==> config.mk <==
export PLATFORM = sky130hd
export DESIGN_NAME = segmr_mode_regs
export DESIGN_NICKNAME = d
export VERILOG_FILES = /design/src/logic/segmr_pkg.sv /design/src/logic/segmr_hec_gen.sv /design/src/logic/segmr_pin_mux.sv /design/src/logic/segmr_mode_regs.sv
export SDC_FILE = /design/constraint.sdc
export NUM_CORES = 1
export LEC_CHECK = 0
export ABC_AREA = 1
export BUFFER_PORTS_ARGS = -buffer_cell sky130_fd_sc_hd__buf_2
export CORE_ASPECT_RATIO = 1.4
export CORE_MARGIN = 2
export CORE_UTILIZATION = 40
export CTS_BUF_LIST = sky130_fd_sc_hd__clkbuf_16
export DETAILED_ROUTE_END_ITERATION = 10
export MAX_ROUTING_LAYER = met4
export PLACE_DENSITY = 0.69
export SKIP_CTS_REPAIR_TIMING = 1
export SYNTH_ARGS = -nofsm -noshare
export SYNTH_HDL_FRONTEND = slang
export SYNTH_SLANG_ARGS = --single-unit
==> constraint.sdc <==
create_clock -name sys_clk -period 3.2 [get_ports sys_clk]
set_clock_uncertainty 0.15 [all_clocks]
set_input_delay 0.16 -clock sys_clk [delete_from_list [all_inputs] [get_ports sys_clk]]
set_output_delay 0.16 -clock sys_clk [all_outputs]
set_load 0.02 [all_outputs]
==> src/logic/segmr_pkg.sv <==
package segmr_pkg;
  // Register byte addresses on the AXI4-Lite bus
  localparam logic [7:0] ADDR_MODE0 = 8'h00;
  localparam logic [7:0] ADDR_MODE1 = 8'h04;
  localparam logic [7:0] ADDR_STATE = 8'h08;
  localparam logic [7:0] ADDR_GUARDED = 8'h0C;
  localparam logic [7:0] ADDR_CONTROL = 8'h10;

  // Reset values
  localparam logic [15:0] MODE0_RESET = 16'h0000;
  localparam logic [15:0] MODE1_RESET = 16'h0000;
  localparam logic [15:0] GUARDED_RESET = 16'h0000;

  // Mode register 0 fields
  localparam int M0_PKT_ASYNC = 15;
  localparam int M0_PKT_HALF = 14;
  localparam int M0_PKT_PAR = 13;
  localparam int M0_PKT_ILV = 12;
  localparam int M0_PKT_REQADR = 11;
  localparam int M0_CELL_WIDE = 8;
  localparam int M0_CTL_ASYNC = 7;
  localparam int M0_CTL_READY = 6;
  localparam int M0_CTL_PAR = 5;
  localparam int M0_CTL_CONT = 4;
  localparam int M0_PAR_EVEN = 2;
  localparam int M0_ON_LINE = 1;
  localparam int M0_WR_LOCK = 0;

  // Mode register 1 fields
  localparam int M1_CBR_TRIG = 15;
  localparam int M1_CBR_GATE = 13;
  localparam int M1_EARLY_WR = 12;
  localparam int M1_COSET = 10;
  localparam int M1_DQDB_CRC = 9;
  localparam int M1_HEC_SKIP = 8;

  // Reserved bits read back as zero
  localparam logic [15:0] MODE0_WMASK = 16'hF9F7;
  localparam logic [15:0] MODE1_WMASK = 16'hB700;

  // State register fields
  localparam int ST_OFF_LINE = 15;
  localparam int ST_CTL_ERROR = 11;
  localparam int ST_CBR_PEND = 0;

  // Header checksum coset pattern and CRC-8 polynomial
  localparam logic [7:0] HEC_COSET = 8'h55;
  localparam logic [7:0] HEC_POLY = 8'h07;

  // Control register command bits (write one to act)
  localparam int CTL_SM_RESET = 0;

  // Segmentation sequencer states
  typedef enum logic [1:0] {
    SEGMR_OFFLINE = 2'b00,
    SEGMR_ACTIVE = 2'b01,
    SEGMR_DRAIN = 2'b10,
    SEGMR_HALTED = 2'b11
  } segmr_seq_type;

  localparam logic [1:0] RESP_OKAY = 2'b00;
  localparam logic [1:0] RESP_SLVERR = 2'b10;
endpackage

==> src/logic/segmr_hec_gen.sv <==
`timescale 1ns/100ps
// Header checksum over four header bytes, optional first-byte skip and coset
module segmr_hec_gen (
  // Header
  input wire logic [31:0] header,
  // Options
  input wire logic skipFirst,
  input wire logic cosetOn,
  // Result
  output logic [7:0] hec
);
  // Bitwise CRC-8 over the covered bytes, MSB first
  always_comb begin
    logic [7:0] crc;
    logic fb;
    crc = 8'h00;
    fb = 1'b0;
    for (int i = 31; i >= 0; i--) begin
      if (!(skipFirst && i > 23)) begin
        fb = crc[7] ^ header[i];
        crc = {crc[6:0], 1'b0} ^ (fb ? segmr_pkg::HEC_POLY : 8'h00);
      end
    end
    hec = cosetOn ? (crc ^ segmr_pkg::HEC_COSET) : crc;
  end
endmodule // segmr_hec_gen

==> src/logic/segmr_pin_mux.sv <==
`timescale 1ns/100ps
// Packet memory address pin selection and data bus drive decision
module segmr_pin_mux (
  // Address source
  input wire logic [31:0] pktAddr,
  input wire logic [31:0] pktWrData,
  // Pin controls
  input wire logic pktBusRequest,
  input wire logic pktBusGrant,
  input wire logic pktLowHalfSelect,
  input wire logic dataWrite,
  // Mode
  input wire logic halfWidth,
  input wire logic interleave,
  input wire logic addrOnDataReq,
  // Result
  output logic [15:0] addrPins,
  output logic [31:0] dataOut,
  output logic dataOe
);
  // Address presented on the 16 address pins
  always_comb begin
    if (pktLowHalfSelect) begin
      addrPins = pktAddr[15:0];
    end else if (!interleave) begin
      addrPins = pktAddr[23:8];
    end else if (halfWidth) begin
      addrPins = {pktAddr[23:9], pktAddr[1]};
    end else begin
      addrPins = {pktAddr[23:9], pktAddr[2]};
    end
  end

  // Before grant the bus floats or carries the address; after grant it carries data
  always_comb begin
    dataOut = pktWrData;
    dataOe = 1'b0;
    if (pktBusRequest && !pktBusGrant) begin
      dataOut = pktAddr;
      dataOe = pktLowHalfSelect && addrOnDataReq;
    end else if (pktBusGrant) begin
      dataOe = dataWrite;
    end
  end
endmodule // segmr_pin_mux

==> src/logic/segmr_mode_regs.sv <==
`timescale 1ns/100ps
// Behaviour
// - Mode0 bit15: packet bus sync/async
// - Async packet bus: re-request every word
// - Mode0 bit14: packet bus 32/16 bits
// - Bits 13/5 enable packet/control parity check
// - Address pins select low, high, interleaved bits
// - Bit 11 puts address on data lines while low half select is high
// - Before grant: float or address; then data
// - Mode0 bit8: cell interface 8/16 bits
// - Mode0 bit7: control bus sync/async
// - Bit6 senses control ready; ignored async
// - Bit4 zero halts on control parity error
// - Bit2 parity polarity, generate and check
// - Reset leaves device off-line
// - Clearing on-line drains, then off-line flag
// - Bit0 write-protects controlled registers
// - Rising trigger sends CBR cell, self-clears
// - Flow gate suspends CBR without transmit-on
// - Early write strobe raised with the request, not at grant
// - Header checksum with optional coset XOR
// - CRC32 appended on request, 802.6 option
// - Bit8 skips header byte zero
// - Registers are 16-bit words
// - Controlled writes only while unlocked
module segmr_mode_regs (
  // Clock and reset
  input wire logic sys_clk,
  input wire logic rst_n,
  // AXI4-Lite write address
  input wire logic [7:0] s_axi_awaddr,
  input wire logic s_axi_awvalid,
  output logic s_axi_awready,
  // AXI4-Lite write data
  input wire logic [31:0] s_axi_wdata,
  input wire logic [3:0] s_axi_wstrb,
  input wire logic s_axi_wvalid,
  output logic s_axi_wready,
  // AXI4-Lite write response
  output logic [1:0] s_axi_bresp,
  output logic s_axi_bvalid,
  input wire logic s_axi_bready,
  // AXI4-Lite read address
  input wire logic [7:0] s_axi_araddr,
  input wire logic s_axi_arvalid,
  output logic s_axi_arready,
  // AXI4-Lite read data
  output logic [31:0] s_axi_rdata,
  output logic [1:0] s_axi_rresp,
  output logic s_axi_rvalid,
  input wire logic s_axi_rready,
  // Packet memory bus
  input wire logic pkt_ready_n,
  input wire logic pkt_bus_grant,
  input wire logic pkt_low_half_select,
  input wire logic [31:0] pkt_data_in,
  output logic pkt_bus_request,
  output logic pkt_cycle_start_n,
  output logic [15:0] pkt_address_pins,
  output logic [31:0] pkt_data_out,
  output logic pkt_data_oe,
  input wire logic pkt_data_parity,
  output logic pkt_parity_error,
  // Control memory bus
  input wire logic ctl_ready_n,
  input wire logic ctl_bus_grant,
  input wire logic [15:0] ctl_data_in,
  input wire logic ctl_data_parity,
  output logic ctl_bus_request,
  output logic ctl_cycle_start_n,
  output logic ctl_write_strobe,
  output logic ctl_parity_out,
  // Segmentation engine side
  input wire logic segWordReq,
  input wire logic segWordWrite,
  input wire logic [31:0] segPktAddr,
  input wire logic [31:0] segPktWrData,
  input wire logic segCtlReq,
  input wire logic segCtlWrite,
  input wire logic [15:0] segCtlWrData,
  input wire logic segCycleDone,
  input wire logic [31:0] segHeader,
  input wire logic constRateCellSent,
  input wire logic transmit_on_input,
  input wire logic append_frame_crc,
  output logic segEnable,
  output logic constRateSendReq,
  output logic frameCrcAppend,
  output logic crc32DqdbStyle,
  output logic cellIfWide,
  output logic [7:0] cellHec,
  output logic [15:0] guardedValue
);
  // Register state
  logic [15:0] mode0, next_mode0, mode1, next_mode1, guarded, next_guarded;
  logic ctlError, next_ctlError;
  logic cbrPending, next_cbrPending;
  segmr_pkg::segmr_seq_type seq, next_seq;
  // Bus state
  logic awDone, next_awDone, wDone, next_wDone;
  logic [7:0] awAddr, next_awAddr;
  logic [31:0] wData, next_wData;
  logic [3:0] wStrb, next_wStrb;
  logic bValid, next_bValid, rValid, next_rValid;
  logic [1:0] bResp, next_bResp, rResp, next_rResp;
  logic [31:0] rData, next_rData;
  // Pin state
  logic pktReq, next_pktReq, pktCyc, next_pktCyc;
  logic ctlReq, next_ctlReq, ctlCyc, next_ctlCyc, ctlWr, next_ctlWr;
  logic ctlParOut, next_ctlParOut, pktParErr, next_pktParErr;
  logic [15:0] addrReg, next_addrReg;
  logic [31:0] dataReg, next_dataReg;
  logic dataOeReg, next_dataOeReg;
  logic [7:0] hecReg, next_hecReg;
  // Combinational helpers
  logic [15:0] addrMux;
  logic [31:0] dataMux;
  logic dataOeMux;
  logic [7:0] hecComb;
  logic ctlParErr, ctlReadyOk, pktReadyOk, wrFire, rdFire;
  logic [15:0] wr16;

  // Parity check: odd parity means data plus parity bit has an odd count
  function automatic logic parity_bad(input logic [31:0] d, input logic p, input logic even);
    parity_bad = ((^d) ^ p) != !even;
  endfunction

  // Merge byte lanes into a 16-bit register; upper lanes are ignored
  function automatic logic [15:0] lane_merge(input logic [15:0] old, input logic [31:0] d,
                                             input logic [3:0] s);
    lane_merge = {s[1] ? d[15:8] : old[15:8], s[0] ? d[7:0] : old[7:0]};
  endfunction

  segmr_hec_gen u_hec (
    .header(segHeader),
    .skipFirst(mode1[segmr_pkg::M1_HEC_SKIP]),
    .cosetOn(mode1[segmr_pkg::M1_COSET]),
    .hec(hecComb)
  );

  segmr_pin_mux u_pin (
    .pktAddr(segPktAddr),
    .pktWrData(segPktWrData),
    .pktBusRequest(pktReq),
    .pktBusGrant(pkt_bus_grant),
    .pktLowHalfSelect(pkt_low_half_select),
    .dataWrite(segWordWrite),
    .halfWidth(mode0[segmr_pkg::M0_PKT_HALF]),
    .interleave(mode0[segmr_pkg::M0_PKT_ILV]),
    .addrOnDataReq(mode0[segmr_pkg::M0_PKT_REQADR]),
    .addrPins(addrMux),
    .dataOut(dataMux),
    .dataOe(dataOeMux)
  );

  // AXI4-Lite slave: address and data taken in either order, one answer each
  always_comb begin
    next_awDone = awDone;
    next_awAddr = awAddr;
    next_wDone = wDone;
    next_wData = wData;
    next_wStrb = wStrb;
    next_bValid = bValid;
    next_bResp = bResp;
    next_rValid = rValid;
    next_rResp = rResp;
    next_rData = rData;
    wrFire = awDone && wDone && !bValid;
    rdFire = s_axi_arvalid && !rValid;
    if (s_axi_awvalid && !awDone) begin
      next_awDone = 1'b1;
      next_awAddr = s_axi_awaddr;
    end
    if (s_axi_wvalid && !wDone) begin
      next_wDone = 1'b1;
      next_wData = s_axi_wdata;
      next_wStrb = s_axi_wstrb;
    end
    if (wrFire) begin
      next_awDone = 1'b0;
      next_wDone = 1'b0;
      next_bValid = 1'b1;
      case (awAddr)
        segmr_pkg::ADDR_MODE0, segmr_pkg::ADDR_MODE1, segmr_pkg::ADDR_GUARDED,
        segmr_pkg::ADDR_CONTROL, segmr_pkg::ADDR_STATE: next_bResp = segmr_pkg::RESP_OKAY;
        default: next_bResp = segmr_pkg::RESP_SLVERR;
      endcase
    end
    if (bValid && s_axi_bready) begin
      next_bValid = 1'b0;
    end
    if (rdFire) begin
      next_rValid = 1'b1;
      next_rResp = segmr_pkg::RESP_OKAY;
      case (s_axi_araddr)
        segmr_pkg::ADDR_MODE0: next_rData = {16'h0000, mode0};
        segmr_pkg::ADDR_MODE1: next_rData = {16'h0000, mode1};
        segmr_pkg::ADDR_GUARDED: next_rData = {16'h0000, guarded};
        segmr_pkg::ADDR_STATE: begin
          next_rData = 32'h0000_0000;
          next_rData[segmr_pkg::ST_OFF_LINE] = (seq == segmr_pkg::SEGMR_OFFLINE);
          next_rData[segmr_pkg::ST_CTL_ERROR] = ctlError;
          next_rData[segmr_pkg::ST_CBR_PEND] = cbrPending;
        end
        segmr_pkg::ADDR_CONTROL: next_rData = 32'h0000_0000;
        default: begin
          next_rData = 32'h0000_0000;
          next_rResp = segmr_pkg::RESP_SLVERR;
        end
      endcase
    end else if (rValid && s_axi_rready) begin
      next_rValid = 1'b0;
    end
  end

  always_ff @(posedge sys_clk) begin
    if (!rst_n) begin
      awDone <= 1'b0;
      awAddr <= 8'h00;
      wDone <= 1'b0;
      wData <= 32'h0000_0000;
      wStrb <= 4'h0;
      bValid <= 1'b0;
      bResp <= 2'b00;
      rValid <= 1'b0;
      rResp <= 2'b00;
      rData <= 32'h0000_0000;
    end else begin
      awDone <= next_awDone;
      awAddr <= next_awAddr;
      wDone <= next_wDone;
      wData <= next_wData;
      wStrb <= next_wStrb;
      bValid <= next_bValid;
      bResp <= next_bResp;
      rValid <= next_rValid;
      rResp <= next_rResp;
      rData <= next_rData;
    end
  end

  // Register file, trigger bit and sequencer
  always_comb begin
    next_mode0 = mode0;
    next_mode1 = mode1;
    next_guarded = guarded;
    next_ctlError = ctlError;
    next_cbrPending = cbrPending;
    next_seq = seq;
    wr16 = 16'h0000;
    // Parity checks only count while the respective check is enabled
    ctlParErr = ctlCyc && ctlReadyOk && !ctlWr && mode0[segmr_pkg::M0_CTL_PAR] &&
                parity_bad({16'h0000, ctl_data_in}, ctl_data_parity,
                           mode0[segmr_pkg::M0_PAR_EVEN]);
    if (wrFire) begin
      case (awAddr)
        segmr_pkg::ADDR_MODE0: begin
          wr16 = lane_merge(mode0, wData, wStrb);
          next_mode0 = wr16 & segmr_pkg::MODE0_WMASK;
        end
        segmr_pkg::ADDR_MODE1: begin
          wr16 = lane_merge(mode1, wData, wStrb);
          next_mode1 = wr16 & segmr_pkg::MODE1_WMASK;
          // Only a 0-to-1 step arms a cell; rewriting a 1 does nothing
          if (wr16[segmr_pkg::M1_CBR_TRIG] && !mode1[segmr_pkg::M1_CBR_TRIG]) begin
            next_cbrPending = 1'b1;
          end
        end
        segmr_pkg::ADDR_GUARDED: begin
          if (!mode0[segmr_pkg::M0_WR_LOCK]) begin
            next_guarded = lane_merge(guarded, wData, wStrb);
          end
        end
        segmr_pkg::ADDR_CONTROL: begin
          // State-machine reset clears the halt and the error flag
          if (wStrb[0] && wData[segmr_pkg::CTL_SM_RESET]) begin
            next_ctlError = 1'b0;
            next_seq = segmr_pkg::SEGMR_OFFLINE;
          end
        end
        default: ;
      endcase
    end
    // Completion clears the trigger; a same-cycle software rising edge still wins
    if (constRateCellSent && cbrPending && !(next_cbrPending && !cbrPending)) begin
      if (!(wrFire && awAddr == segmr_pkg::ADDR_MODE1 &&
            wr16[segmr_pkg::M1_CBR_TRIG] && !mode1[segmr_pkg::M1_CBR_TRIG])) begin
        next_cbrPending = 1'b0;
        next_mode1[segmr_pkg::M1_CBR_TRIG] = 1'b0;
      end
    end
    if (ctlParErr) begin
      next_ctlError = 1'b1;
    end
    case (seq)
      segmr_pkg::SEGMR_OFFLINE: begin
        if (mode0[segmr_pkg::M0_ON_LINE] && !ctlError) begin
          next_seq = segmr_pkg::SEGMR_ACTIVE;
        end
      end
      segmr_pkg::SEGMR_ACTIVE: begin
        if (ctlParErr && !mode0[segmr_pkg::M0_CTL_CONT]) begin
          next_seq = segmr_pkg::SEGMR_HALTED;
        end else if (!mode0[segmr_pkg::M0_ON_LINE]) begin
          next_seq = segmr_pkg::SEGMR_DRAIN;
        end
      end
      segmr_pkg::SEGMR_DRAIN: begin
        // Finish the cycle under way before reporting off-line
        if (segCycleDone) begin
          next_seq = segmr_pkg::SEGMR_OFFLINE;
        end
      end
      segmr_pkg::SEGMR_HALTED: ;
      default: next_seq = segmr_pkg::SEGMR_OFFLINE;
    endcase
  end

  always_ff @(posedge sys_clk) begin
    if (!rst_n) begin
      mode0 <= segmr_pkg::MODE0_RESET;
      mode1 <= segmr_pkg::MODE1_RESET;
      guarded <= segmr_pkg::GUARDED_RESET;
      ctlError <= 1'b0;
      cbrPending <= 1'b0;
      seq <= segmr_pkg::SEGMR_OFFLINE;
    end else begin
      mode0 <= next_mode0;
      mode1 <= next_mode1;
      guarded <= next_guarded;
      ctlError <= next_ctlError;
      cbrPending <= next_cbrPending;
      seq <= next_seq;
    end
  end

  // Memory bus handshakes
  always_comb begin
    next_pktReq = pktReq;
    next_pktCyc = pktCyc;
    next_ctlReq = ctlReq;
    next_ctlCyc = ctlCyc;
    next_ctlWr = ctlWr;
    next_ctlParOut = ^segCtlWrData ^ !mode0[segmr_pkg::M0_PAR_EVEN];
    next_pktParErr = 1'b0;
    pktReadyOk = !pkt_ready_n;
    // Ready sensing is forced on in async mode, where the bit is ignored
    ctlReadyOk = !ctl_ready_n || (!mode0[segmr_pkg::M0_CTL_READY] &&
                                  !mode0[segmr_pkg::M0_CTL_ASYNC]);
    next_addrReg = addrMux;
    next_dataReg = dataMux;
    next_dataOeReg = dataOeMux;
    next_hecReg = hecComb;
    // Packet bus: sync streams while ready, async ends the cycle after each word
    if (!pktReq && !pktCyc && segWordReq && segEnable) begin
      next_pktReq = 1'b1;
    end else if (pktReq && pkt_bus_grant) begin
      next_pktReq = 1'b0;
      next_pktCyc = 1'b1;
    end else if (pktCyc && pktReadyOk) begin
      if (!segWordWrite && mode0[segmr_pkg::M0_PKT_PAR]) begin
        next_pktParErr = parity_bad(pkt_data_in, pkt_data_parity,
                                    mode0[segmr_pkg::M0_PAR_EVEN]);
      end
      if (mode0[segmr_pkg::M0_PKT_ASYNC] || !segWordReq) begin
        next_pktCyc = 1'b0;
      end
    end
    // Control bus: same scheme, with optional early write strobe
    if (!ctlReq && !ctlCyc && segCtlReq && segEnable) begin
      next_ctlReq = 1'b1;
      next_ctlWr = segCtlWrite && mode1[segmr_pkg::M1_EARLY_WR];
    end else if (ctlReq && ctl_bus_grant) begin
      next_ctlReq = 1'b0;
      next_ctlCyc = 1'b1;
      next_ctlWr = segCtlWrite;
    end else if (ctlCyc && ctlReadyOk) begin
      if (mode0[segmr_pkg::M0_CTL_ASYNC] || !segCtlReq) begin
        next_ctlCyc = 1'b0;
        next_ctlWr = 1'b0;
      end
    end
  end

  always_ff @(posedge sys_clk) begin
    if (!rst_n) begin
      pktReq <= 1'b0;
      pktCyc <= 1'b0;
      ctlReq <= 1'b0;
      ctlCyc <= 1'b0;
      ctlWr <= 1'b0;
      ctlParOut <= 1'b0;
      pktParErr <= 1'b0;
      addrReg <= 16'h0000;
      dataReg <= 32'h0000_0000;
      dataOeReg <= 1'b0;
      hecReg <= 8'h00;
    end else begin
      pktReq <= next_pktReq;
      pktCyc <= next_pktCyc;
      ctlReq <= next_ctlReq;
      ctlCyc <= next_ctlCyc;
      ctlWr <= next_ctlWr;
      ctlParOut <= next_ctlParOut;
      pktParErr <= next_pktParErr;
      addrReg <= next_addrReg;
      dataReg <= next_dataReg;
      dataOeReg <= next_dataOeReg;
      hecReg <= next_hecReg;
    end
  end

  // Flow gate holds CBR back while transmit-on is low
  assign constRateSendReq = cbrPending &&
    (!mode1[segmr_pkg::M1_CBR_GATE] || transmit_on_input);
  assign segEnable = (seq == segmr_pkg::SEGMR_ACTIVE) || (seq == segmr_pkg::SEGMR_DRAIN);
  assign frameCrcAppend = append_frame_crc;
  assign crc32DqdbStyle = mode1[segmr_pkg::M1_DQDB_CRC];
  assign cellIfWide = mode0[segmr_pkg::M0_CELL_WIDE];
  assign cellHec = hecReg;
  assign guardedValue = guarded;
  assign s_axi_awready = !awDone;
  assign s_axi_wready = !wDone;
  assign s_axi_bvalid = bValid;
  assign s_axi_bresp = bResp;
  assign s_axi_arready = !rValid;
  assign s_axi_rvalid = rValid;
  assign s_axi_rdata = rData;
  assign s_axi_rresp = rResp;
  assign pkt_bus_request = pktReq;
  assign pkt_cycle_start_n = !pktCyc;
  assign pkt_address_pins = addrReg;
  assign pkt_data_out = dataReg;
  assign pkt_data_oe = dataOeReg;
  assign pkt_parity_error = pktParErr;
  assign ctl_bus_request = ctlReq;
  assign ctl_cycle_start_n = !ctlCyc;
  assign ctl_write_strobe = ctlWr;
  assign ctl_parity_out = ctlParOut;
endmodule // segmr_mode_regs

==> flow_summary.json, run 1 <==
{
  "routedWlPerCell_um": 15.0,
  "grt_start_max_net_pins": 104,
  "start_util": 0.408,
  "yosysTopAreaCellShare": 0.372,
  "cp.arrival_ps": 2700,
  "max_freq_ghz": 0.395,
  "synth_cell_types": 36,
  "cts_tree": "yes",
  "area_growth_pct": 42.5,
  "required_ps": 3370,
  "cellPowerDensity_mw_per_mm2": 482,
  "synth_ff_type": "dfxtp_1",
  "mappedNetlistArea_mm2": 0.00812,
  "ys_top_cells_by_count": "nand2_1 (214), nor2_1 (175), dfxtp_1 (151)",
  "rsz0062_at_grt": "false",
  "fp.dieW_um": 124,
  "synth_most_common_cell": "nand2_1",
  "route.detailed.drc": 0,
  "fin_setup_tns_ps": 0,
  "p_comb_frac": 0.278,
  "status": "finished, final reports clean",
  "p_int_mw": 3.78,
  "grt_use_total": 0.241,
  "slowest_stage": "dfxtp_1",
  "synth_top_family_by_area": "simple AND/OR/NAND/NOR gates",
  "fillers": 1819,
  "grt_pass1_vias": 8215,
  "tightest_slew_ps": 896,
  "maxCapViolCount": 0,
  "ys_async_sr_fraction": 0,
  "dr.first_iter.drc_count": 524,
  "overflow": 0,
  "maxSlewViolCount": 0,
  "synth.avg_cell_area_um2": 6.88,
  "post-dp-hpwl_um": 20200,
  "synthXorXnorAreaFrac": 0.0774,
  "critical_path_peak_fanout": 9,
  "synth_mux_area_frac": 0,
  "crit_top_cell": "nand2_1",
  "htreeDepth": 4,
  "worstSetupPathType": "reg2reg",
  "crit_cells": 20,
  "synth_edf_count": 0,
  "clk_path_buf_depth": 2,
  "io_buffers": 321,
  "hold_end": "pkt_parity_error",
  "ys_warn_count": 0,
  "viasPerCell": 4.95,
  "multi_input_area_mm2": 0.00435,
  "rr_worst_depth": 20,
  "regArea_mm2": 0.00302,
  "hp-start": "pkt_ready_n",
  "switching_share": 0.322,
  "crit_path_start_kind": "register",
  "relSlewSlack": 0.403,
  "die-height_um": 173,
  "r2r_setup_slack_ps": 670,
  "setup_violations": 0,
  "final_layout_size_suffix_gt1_frac": 0.261,
  "synth_seq_cells": 151,
  "gp_congestion": 0.891,
  "cts.sinks": 151,
  "core_mm2": 0.0199,
  "worstReg2RegEnd": "cellHec[7]",
  "seq_power_share": 0.367,
  "min-delay-path-class": "in2reg",
  "peakVddDrop_v": 0.000325,
  "period_needed_ps": 2530,
  "hold_depth": 4,
  "finalCritPeriodShare": 0.792,
  "dieArea_mm2": 0.0215,
  "synth_cells": 1180,
  "power.leakage_nw": 5.75,
  "clkPwrFrac": 0.355,
  "io_pins": 360,
  "antenna_found_initial": 1,
  "clockRootBuffer": "clkbuf_16",
  "slowest_delay_ps": 330,
  "clkSlewWorstSetupHoldPaths_ps": 60,
  "yosys.area.top_type": "dfxtp_1",
  "cp_top_family": "simple AND/OR/NAND/NOR gates",
  "end_kind": "register",
  "numCtsBuffers": 17,
  "ys_seq_area_frac": 0.372,
  "finalHoldViolations": 0,
  "worstSkewPairLatency_ps": 420,
  "yosys.area_share.simple": 0.303,
  "worst-path-buf-inv": 3,
  "wl_um": 28000,
  "worst_hold_slack_ps": 5.54,
  "num_vias": 9252,
  "synth-compound-area-share": 0.140,
  "path_cells": "inv_2 -> nand3_1 -> nand2_2 -> nand2_1 -> nand2_1 -> nand2_1 -> nand2_1 -> nand3_1 -> nand2_1 -> nand2_2 -> nand2_2 -> xor2_1 -> xnor2_1 -> inv_1 -> nand2_1 -> nand2_2 -> inv_2 -> nand2_1 -> nand2_1 -> nor2_1",
  "synth_fa_ha_area_frac": 0.00617,
  "power_switching_mw": 1.80,
  "firstDrtPassIters": 5,
  "nets": 1840,
  "grt_pass1_wl_um": 40700,
  "synth_area_leaders": "dfxtp_1 (37%), nand2_1 (9.9%), nor2_1 (8.1%), o21ai_0 (6.5%), inv_1 (5.9%)",
  "ant_nets": 0,
  "std_cell_rows": 61
}
## worst register-to-register path, stage by stage, from the launching register on
cell	delay, ps
dfxtp_1	330
inv_2	140
nand3_1	140
nand2_2	120
nand2_1	50
nand2_1	90
nand2_1	80
nand2_1	80
nand3_1	110
nand2_1	100
nand2_2	80
nand2_2	90
xor2_1	200
xnor2_1	200
inv_1	110
nand2_1	80
nand2_2	70
inv_2	50
nand2_1	40
nand2_1	60
nor2_1	50
## cell usage in the layout, fill, tap and decap left out, types with 2 or more instances in the layout
cell | Yosys | layout
buf_2 | 1 | 321
nand2_1 | 214 | 214
nor2_1 | 175 | 174
dfxtp_1 | 151 | 151
inv_1 | 128 | 129
dlygate4sd3_1 | 0 | 111
o21ai_0 | 105 | 105
nand3_1 | 77 | 77
a21oi_1 | 66 | 66
xnor2_1 | 45 | 45
nand2_2 | 32 | 32
xor2_1 | 23 | 23
nand3_2 | 18 | 18
conb_1 | 1 | 18
clkbuf_16 | 0 | 17
a211oi_1 | 16 | 16
nand4_1 | 15 | 15
o22ai_1 | 14 | 14
nor3_1 | 13 | 13
buf_4 | 19 | 11
nor4_1 | 5 | 5
inv_2 | 4 | 4
ha_1 | 4 | 4
clkinv_4 | 0 | 4
nand3b_1 | 3 | 3
clkinvlp_4 | 0 | 3
clkinv_2 | 0 | 3
diode_2 | 0 | 2
o21a_1 | 2 | 2
o211ai_1 | 2 | 2
xor2_2 | 2 | 2
bufinv_16 | 0 | 2
## per-layer routing
| metal | routed length (um) | part of all wire | GRT usage | up-vias |
|---|---|---|---|---|
| met5 | 0 | 0 | - | - |
| met4 | 1370 | 0.049 | 0.114 | 0 |
| met3 | 1880 | 0.067 | 0.0560 | 82 |
| met2 | 14500 | 0.52 | 0.434 | 371 |
| met1 | 10200 | 0.37 | 0.245 | 4173 |
| li1 | - | - | - | 4626 |
## logic make-up (layout without fill, tap and decap cells)
kind of cell	count (synthesis)	after routing
AND/OR/NAND/NOR	554	554
AO/OA/AOI/OAI	210	210
buffers and inverters	190	608
flip-flops	151	151
XOR/XNOR	70	70
adder cells (fa/ha/maj)	4	4
other	1	20
## through the flow
step | setup slack (ps) | cell area [um^2] | instances | total power [mW] | util
4_1_cts | 653 | 10500 | 1756 | 5.49 | 0.525
6_report | 667 | 11600 | 1869 | 5.58 | 0.581
5_1_grt | 249 | 11600 | 1868 | 5.88 | 0.581
2_1_floorplan | 1050 | 8180 | 1197 | 3.10 | -
3_5_place_dp | 664 | 9870 | 1724 | 3.52 | 0.496
3_3_place_gp | 689 | 9870 | 1724 | 3.50 | 0.496
## layout make-up
| type | instances | area share |
|---|---|---|
| clock buffer | 17 | 0.0368 |
| multi-input combinational | 856 | 0.376 |
| timing repair buffer | 443 | 0.242 |
| inverter | 133 | 0.0431 |
| sequential | 151 | 0.261 |
| clock inverter | 15 | 0.0135 |
| antenna | 2 | 0.000433 |
| tap | 252 | 0.0273 |
## power groups by stage
stage               sequential (mW)  clock (mW)  combinational, mW
floorplan                      2.20           0              0.904
global placement               2.09           0               1.41
detailed placement             2.09           0               1.43
CTS                            2.05        2.01               1.44
global route                   2.06        2.09               1.73
finish                         2.05        1.98               1.55
## worst max-delay path by stage
stage,from,end
2_1_floorplan,register,cellHec[2]
3_3_place_gp,register,cellHec[7]
3_5_place_dp,register,cellHec[7]
4_1_cts,register,cellHec[7]
5_1_grt,register,cellHec[2]
6_report,register,cellHec[7]
(Power assumes the default switching activity.)
==> run 2, diff against run 1 <==
--- a/config.mk
+++ b/config.mk
@@ -5,7 +5,7 @@
 export SDC_FILE = /design/constraint.sdc
 export NUM_CORES = 1
 export LEC_CHECK = 0
-export ABC_AREA = 1
+export ABC_AREA = 0
 export BUFFER_PORTS_ARGS = -buffer_cell sky130_fd_sc_hd__buf_2
 export CORE_ASPECT_RATIO = 1.4
 export CORE_MARGIN = 2
@@ -13,7 +13,7 @@
 export CTS_BUF_LIST = sky130_fd_sc_hd__clkbuf_16
 export DETAILED_ROUTE_END_ITERATION = 10
 export MAX_ROUTING_LAYER = met4
-export PLACE_DENSITY = 0.69
+export PLACE_DENSITY = 0.73
 export SKIP_CTS_REPAIR_TIMING = 1
 export SYNTH_ARGS = -nofsm -noshare
 export SYNTH_HDL_FRONTEND = slang
==> constraint.sdc (replaced) <==
create_clock -name sys_clk -period 2.2 [get_ports sys_clk]
set_clock_uncertainty 0.15 [all_clocks]
set_input_delay 0.11 -clock sys_clk [delete_from_list [all_inputs] [get_ports sys_clk]]
set_output_delay 0.11 -clock sys_clk [all_outputs]
set_load 0.02 [all_outputs]
==> run 2 against run 1 <==
  * The flow now finishes with violations (hold timing, setup timing)
  * Clock-buffer cell count unchanged
  * Via count shrank 18%
  * Non-clock buffer count is 61 higher
  * Final cell count shrank 16%
  * Worst setup slack worse by 670 ps
  * Critical path type unchanged
  * Largest power group is now the clock network
  * Highest routed layer unchanged
==> flow_summary.json, run 2 <==
{
  "tightest_slew_ps": 569,
  "ys_top_cells_by_count": "dfxtp_1 (151), nand2_1 (125), xnor2_1 (115)",
  "fin_area_mm2": 0.0120,
  "critical_path_peak_fanout": 7,
  "synth_most_common_cell": "dfxtp_1",
  "crit_top_cell": "buf_6",
  "place_area_mm2": 0.00983,
  "worst-path-buf-inv": 2,
  "crit_path_start_kind": "register",
  "ys_warn_count": 0,
  "regArea_mm2": 0.00303,
  "fillers": 1551,
  "grt_start_max_net_pins": 65,
  "ys_async_sr_fraction": 0,
  "overflow": 0,
  "routedWlPerCell_um": 15.9,
  "cts.sinks": 151,
  "synth_cell_types": 43,
  "die-height_um": 168,
  "met2_usage": 0.386,
  "finalHoldViolations": 2,
  "slowest_stage": "dfxtp_4",
  "fp.dieW_um": 121,
  "final_cell_mix": "buf_2 (320), dfxtp_1 (150), dlygate4sd3_1 (136)",
  "status": "finished with violations",
  "route.detailed.drc": 0,
  "ys_seq_area_frac": 0.392,
  "end_kind": "register",
  "synth_seq_cells": 151,
  "cts_tree": "yes",
  "io_pins": 360,
  "dr.first_iter.drc_count": 231,
  "clkSlewWorstSetupHoldPaths_ps": 60,
  "fin_util": 0.627,
  "antenna_cells": 0,
  "cp_top_family": "XOR/XNOR gates",
  "viasPerCell": 4.79,
  "cp.arrival_ps": 2370,
  "slowest_delay_ps": 380,
  "cellPowerDensity_mw_per_mm2": 747,
  "firstDrtPassIters": 4,
  "busiest_layer": "met2",
  "yosysTopAreaCellShare": 0.392,
  "htreeDepth": 4,
  "gr-usage-met3": 0.0457,
  "maxCapViolCount": 0,
  "core_mm2": 0.0191,
  "setup_violations": 1,
  "nets": 1554,
  "path_cells": "buf_6 -> nor2_2 -> mux2i_2 -> xor2_2 -> buf_6 -> xnor2_4 -> xor2_1 -> xnor2_1 -> xnor3_1 -> and2_1",
  "grt_pass1_wl_um": 33400,
  "peakVddDrop_v": 0.000455,
  "io_buffers": 321,
  "rsz0062_at_grt": "true",
  "synth.avg_cell_area_um2": 9.22,
  "required_ps": 2370,
  "worstSetupPathType": "reg2reg",
  "synth_edf_count": 0,
  "min-delay-path-class": "in2reg",
  "worst_hold_slack_ps": -23.6,
  "grt_use_met1": 0.227,
  "num_vias": 7550,
  "synth_cells": 837,
  "max_freq_ghz": 0.454,
  "worstSkewPairLatency_ps": 420,
  "final_layout_size_suffix_gt1_frac": 0.324,
  "wl_um": 25000,
  "period_needed_ps": 2200,
  "fin_ws_ps": -1.76,
  "antenna_found_initial": 0,
  "mappedNetlistArea_mm2": 0.00771,
  "std_cell_rows": 60,
  "synth_ff_type": "dfxtp_1",
  "finalCritPeriodShare": 1.00,
  "maxSlewViolCount": 0,
  "post-dp-hpwl_um": 17300,
  "grt_pass1_vias": 6592,
  "grt_use_total": 0.216,
  "dieArea_mm2": 0.0204,
  "gp_congestion": 0.860,
  "yosys.area.top_type": "dfxtp_1",
  "ant_nets": 0,
  "numCtsBuffers": 17,
  "start_util": 0.405,
  "violations": "hold timing, setup timing",
  "clockRootBuffer": "clkbuf_16",
  "power.leakage_nw": 5.42,
  "mostFrequentLayoutCell": "buf_2",
  "area_growth_pct": 55.0,
  "clk_path_buf_depth": 2,
  "multi_input_area_mm2": 0.00456,
  "relSlewSlack": 0.621,
  "synth_area_leaders": "dfxtp_1 (39%), xnor2_1 (13%), mux2i_1 (8.0%), nor2b_1 (6.7%), nand2_1 (6.1%)",
  "post-place-ws_ps": -222
}
[run 2: cell types whose count changed after synthesis, moves of 14 or more]
cell,previous run,this run
a21boi_0,0,62
inv_1,128,8
nand2_1,214,125
a211oi_1,16,1
nand3_1,77,11
nor2_1,175,21
mux2i_1,0,62
a21oi_1,66,14
xnor2_1,45,115
o22ai_1,14,0
o21ai_0,105,18
nor2b_1,0,83
nand3_2,18,0
nand2_2,32,0
[run 2: metrics by stage]
step / hold WS (ps) / power (mW) / cells / TNS [ps]
6_report: -23.6 / 8.93 / 1577 / -1.76
5_1_grt: 9.22 / 9.34 / 1577 / -631
4_1_cts: -278 / 8.67 / 1438 / -604
3_5_place_dp: 70.5 / 5.53 / 1406 / -715
3_3_place_gp: 70.5 / 5.47 / 1406 / -352
2_1_floorplan: 65.5 / 4.79 / 854 / 0
[run 2: power by group]
group | switching, mW | total (mW) | internal (mW)
registers | 0.0713 | 2.97 | 2.90
clock network | 1.22 | 3.13 | 1.91
logic | 1.24 | 2.83 | 1.59
[run 2: final cells by class]
class	count	area share
Inverter	9	0.00283
Multi-Input combinational cell	633	0.382
Timing Repair Buffer	504	0.284
Clock inverter	15	0.0170
Tap cell	248	0.0259
Clock buffer	17	0.0356
Sequential cell	151	0.253
[run 2: final timing paths]
kind,start,endpoint,slack [ps],cells after the start
setup reg to reg,register,cellHec[7],-2,10
hold / removal,segCtlWrite,ctl_write_strobe,-20,4
hold reg to reg,wData[3],wData[3],320,2
setup / recovery,register,cellHec[7],-2,10
[run 2: cells by family after synthesis]
group / Yosys count / share of synthesized area
xor+xnor: 142 / 0.181
compound gates: 110 / 0.0965
mux: 70 / 0.0939
fa+ha+maj: 4 / 0.00649
simple gates: 289 / 0.185
other cells: 1 / 0.000486
flops: 151 / 0.392
buf+inv: 70 / 0.0441
[run 2: worst min-delay path, stage by stage]
cell and delay [ps]:
buf_2 70, o21ai_0 80, o21ai_0 140, and2_1 120
[run 2: metal layers]
| layer | vias up | routed length, um |
|---|---|---|
| met2 | 281 | 13300 |
| met4 | 0 | 960 |
| met5 | - | 0 |
| met1 | 3520 | 9230 |
| li1 | 3680 | - |
| met3 | 69 | 1500 |
==> run 3, diff against run 2 <==
--- a/config.mk
+++ b/config.mk
@@ -7,13 +7,14 @@
 export LEC_CHECK = 0
 export ABC_AREA = 0
 export BUFFER_PORTS_ARGS = -buffer_cell sky130_fd_sc_hd__buf_2
+export CAP_MARGIN = 20
 export CORE_ASPECT_RATIO = 1.4
 export CORE_MARGIN = 2
 export CORE_UTILIZATION = 40
 export CTS_BUF_LIST = sky130_fd_sc_hd__clkbuf_16
 export DETAILED_ROUTE_END_ITERATION = 10
 export MAX_ROUTING_LAYER = met4
-export PLACE_DENSITY = 0.73
+export PLACE_DENSITY = 0.7
 export SKIP_CTS_REPAIR_TIMING = 1
 export SYNTH_ARGS = -nofsm -noshare
 export SYNTH_HDL_FRONTEND = slang
==> constraint.sdc (replaced) <==
create_clock -name sys_clk -period 2.55 [get_ports sys_clk]
set_clock_uncertainty 0.15 [all_clocks]
set_input_delay 0.1275 -clock sys_clk [delete_from_list [all_inputs] [get_ports sys_clk]]
set_output_delay 0.1275 -clock sys_clk [all_outputs]
set_load 0.02 [all_outputs]
==> run 3 against run 2 <==
  * Clock power shrank 14%
  * Critical path type unchanged
  * Highest routed layer unchanged
  * Worst setup slack improved by 250 ps
  * Final cell count fell by 2.3%
  * The run ends with hold timing left
  * Sequential cell count unchanged
==> flow_summary.json, run 3 (synthesis results as in run 2) <==
{
  "status": "finished with violations",
  "violations": "hold timing",
  "clk_path_buf_depth": 2,
  "start_util": 0.405,
  "dr.first_iter.drc_count": 281,
  "fin_setup_tns_ps": 0,
  "antenna_found_initial": 0,
  "cts.sinks": 151,
  "hp-start": "segCtlWrite",
  "worstSkewPairLatency_ps": 420,
  "critical_path_peak_fanout": 11,
  "seq_power_share": 0.344,
  "finalHoldViolations": 2,
  "clkSlewWorstSetupHoldPaths_ps": 60,
  "rsz0062_at_grt": "false",
  "cts_tree": "yes",
  "grt_pass1_wl_um": 33300,
  "worstSetupPathType": "reg2reg",
  "worstReg2RegEnd": "cellHec[2]",
  "viasPerCell": 4.76,
  "die-height_um": 168,
  "wl_um": 24100,
  "end_kind": "register",
  "io_pins": 360,
  "overflow": 0,
  "fp.dieW_um": 121,
  "rr_worst_depth": 8,
  "cp.arrival_ps": 2460,
  "maxSlewViolCount": 0,
  "htreeDepth": 4,
  "clkPwrFrac": 0.362,
  "route.detailed.drc": 0,
  "period_needed_ps": 2310,
  "gp_congestion": 0.836,
  "p_comb_frac": 0.294,
  "antenna_cells": 0,
  "nets": 1518,
  "final_cell_mix": "buf_2 (320), dfxtp_1 (150), dlygate4sd3_1 (131)",
  "r2r_setup_slack_ps": 240,
  "peakVddDrop_v": 0.000407,
  "dieArea_mm2": 0.0204,
  "area_growth_pct": 48.6,
  "hold_depth": 4,
  "io_buffers": 321,
  "min-delay-path-class": "in2reg",
  "crit_path_start_kind": "register",
  "num_vias": 7330,
  "mostFrequentLayoutCell": "buf_2",
  "std_cell_rows": 60,
  "required_ps": 2710,
  "maxCapViolCount": 0,
  "grt_use_total": 0.215,
  "post-dp-hpwl_um": 17100,
  "power.leakage_nw": 5.19,
  "relSlewSlack": 0.447,
  "clockRootBuffer": "clkbuf_16",
  "core_mm2": 0.0191,
  "hold_end": "ctl_write_strobe",
  "ant_nets": 0,
  "firstDrtPassIters": 5,
  "grt_start_max_net_pins": 61,
  "tightest_slew_ps": 827,
  "finalCritPeriodShare": 0.904,
  "power_switching_mw": 2.08,
  "cellPowerDensity_mw_per_mm2": 647,
  "routedWlPerCell_um": 15.6,
  "p_int_mw": 5.34,
  "worst_hold_slack_ps": -19.5,
  "switching_share": 0.281,
  "final_layout_size_suffix_gt1_frac": 0.296,
  "setup_violations": 0,
  "numCtsBuffers": 17,
  "max_freq_ghz": 0.434,
  "grt_pass1_vias": 6557
}
run 3: cell types whose count changed in the layout (fill, tap and decap cells not counted), moves of 2 or more:
cell	delta
buf_12	-4
buf_4	-24
buf_6	-3
clkinv_1	+2
clkinv_4	+2
dlygate4sd3_1	-5
nor2_1	+2
xnor2_1	+11
xnor2_2	-10
run 3: critical path, cell delays in order, from the launching register on:
cell	delay, ps
dfxtp_2	430
nor2_1	70
mux2_2	310
xor2_1	160
xnor2_1	250
xnor2_2	180
xnor3_1	360
xnor2_1	130
and2_1	140
run 3: area by class of cell:
type / count / area [um^2]
multi-input cells: 633 / 4420
clock buffers: 17 / 425
well taps: 248 / 310
inverters: 9 / 33.8
fillers: 1657 / 7600
flip-flops and latches: 151 / 3020
repair buffers: 468 / 3050
clock inverters: 15 / 203
run 3: metrics by stage:
stage               cells  worst slack (ps)   util  total power, mW  area (um^2)
floorplan             854               246      -             4.11         7780
global placement     1378               164  0.500             4.59         9530
detailed placement   1378              84.1  0.500             4.63         9530
CTS                  1410               111  0.532             7.34        10200
global route         1541               132  0.601             7.79        11500
finish               1541               245  0.601             7.42        11500
run 3: how the worst max path moves through the flow:
| stage | start | end | slack (ps) | cells after the start |
|---|---|---|---|---|
| detailed placement | segHeader[28] | cellHec[2] | 80 | 9 |
| global route | register | cellHec[2] | 130 | 8 |
| CTS | register | cellHec[2] | 110 | 8 |
| finish | register | cellHec[2] | 240 | 8 |
| global placement | segHeader[28] | cellHec[2] | 160 | 9 |
| floorplan | register | cellHec[2] | 250 | 8 |
run 3: power groups by stage:
| stage | clock network [mW] | logic, mW | registers (mW) |
|---|---|---|---|
| finish | 2.69 | 2.18 | 2.56 |
| global route | 2.86 | 2.36 | 2.57 |
| CTS | 2.75 | 2.03 | 2.55 |
| detailed placement | 0 | 2.02 | 2.61 |
| global placement | 0 | 1.98 | 2.60 |
| floorplan | 0 | 1.37 | 2.74 |
run 3: per-layer routing:
metal,GRT usage,wire [um],vias up
li1,-,-,3609
met1,0.224,9220,3391
met2,0.391,12600,270
met3,0.0528,1360,60
met4,0.0755,890,0
met5,-,0,-
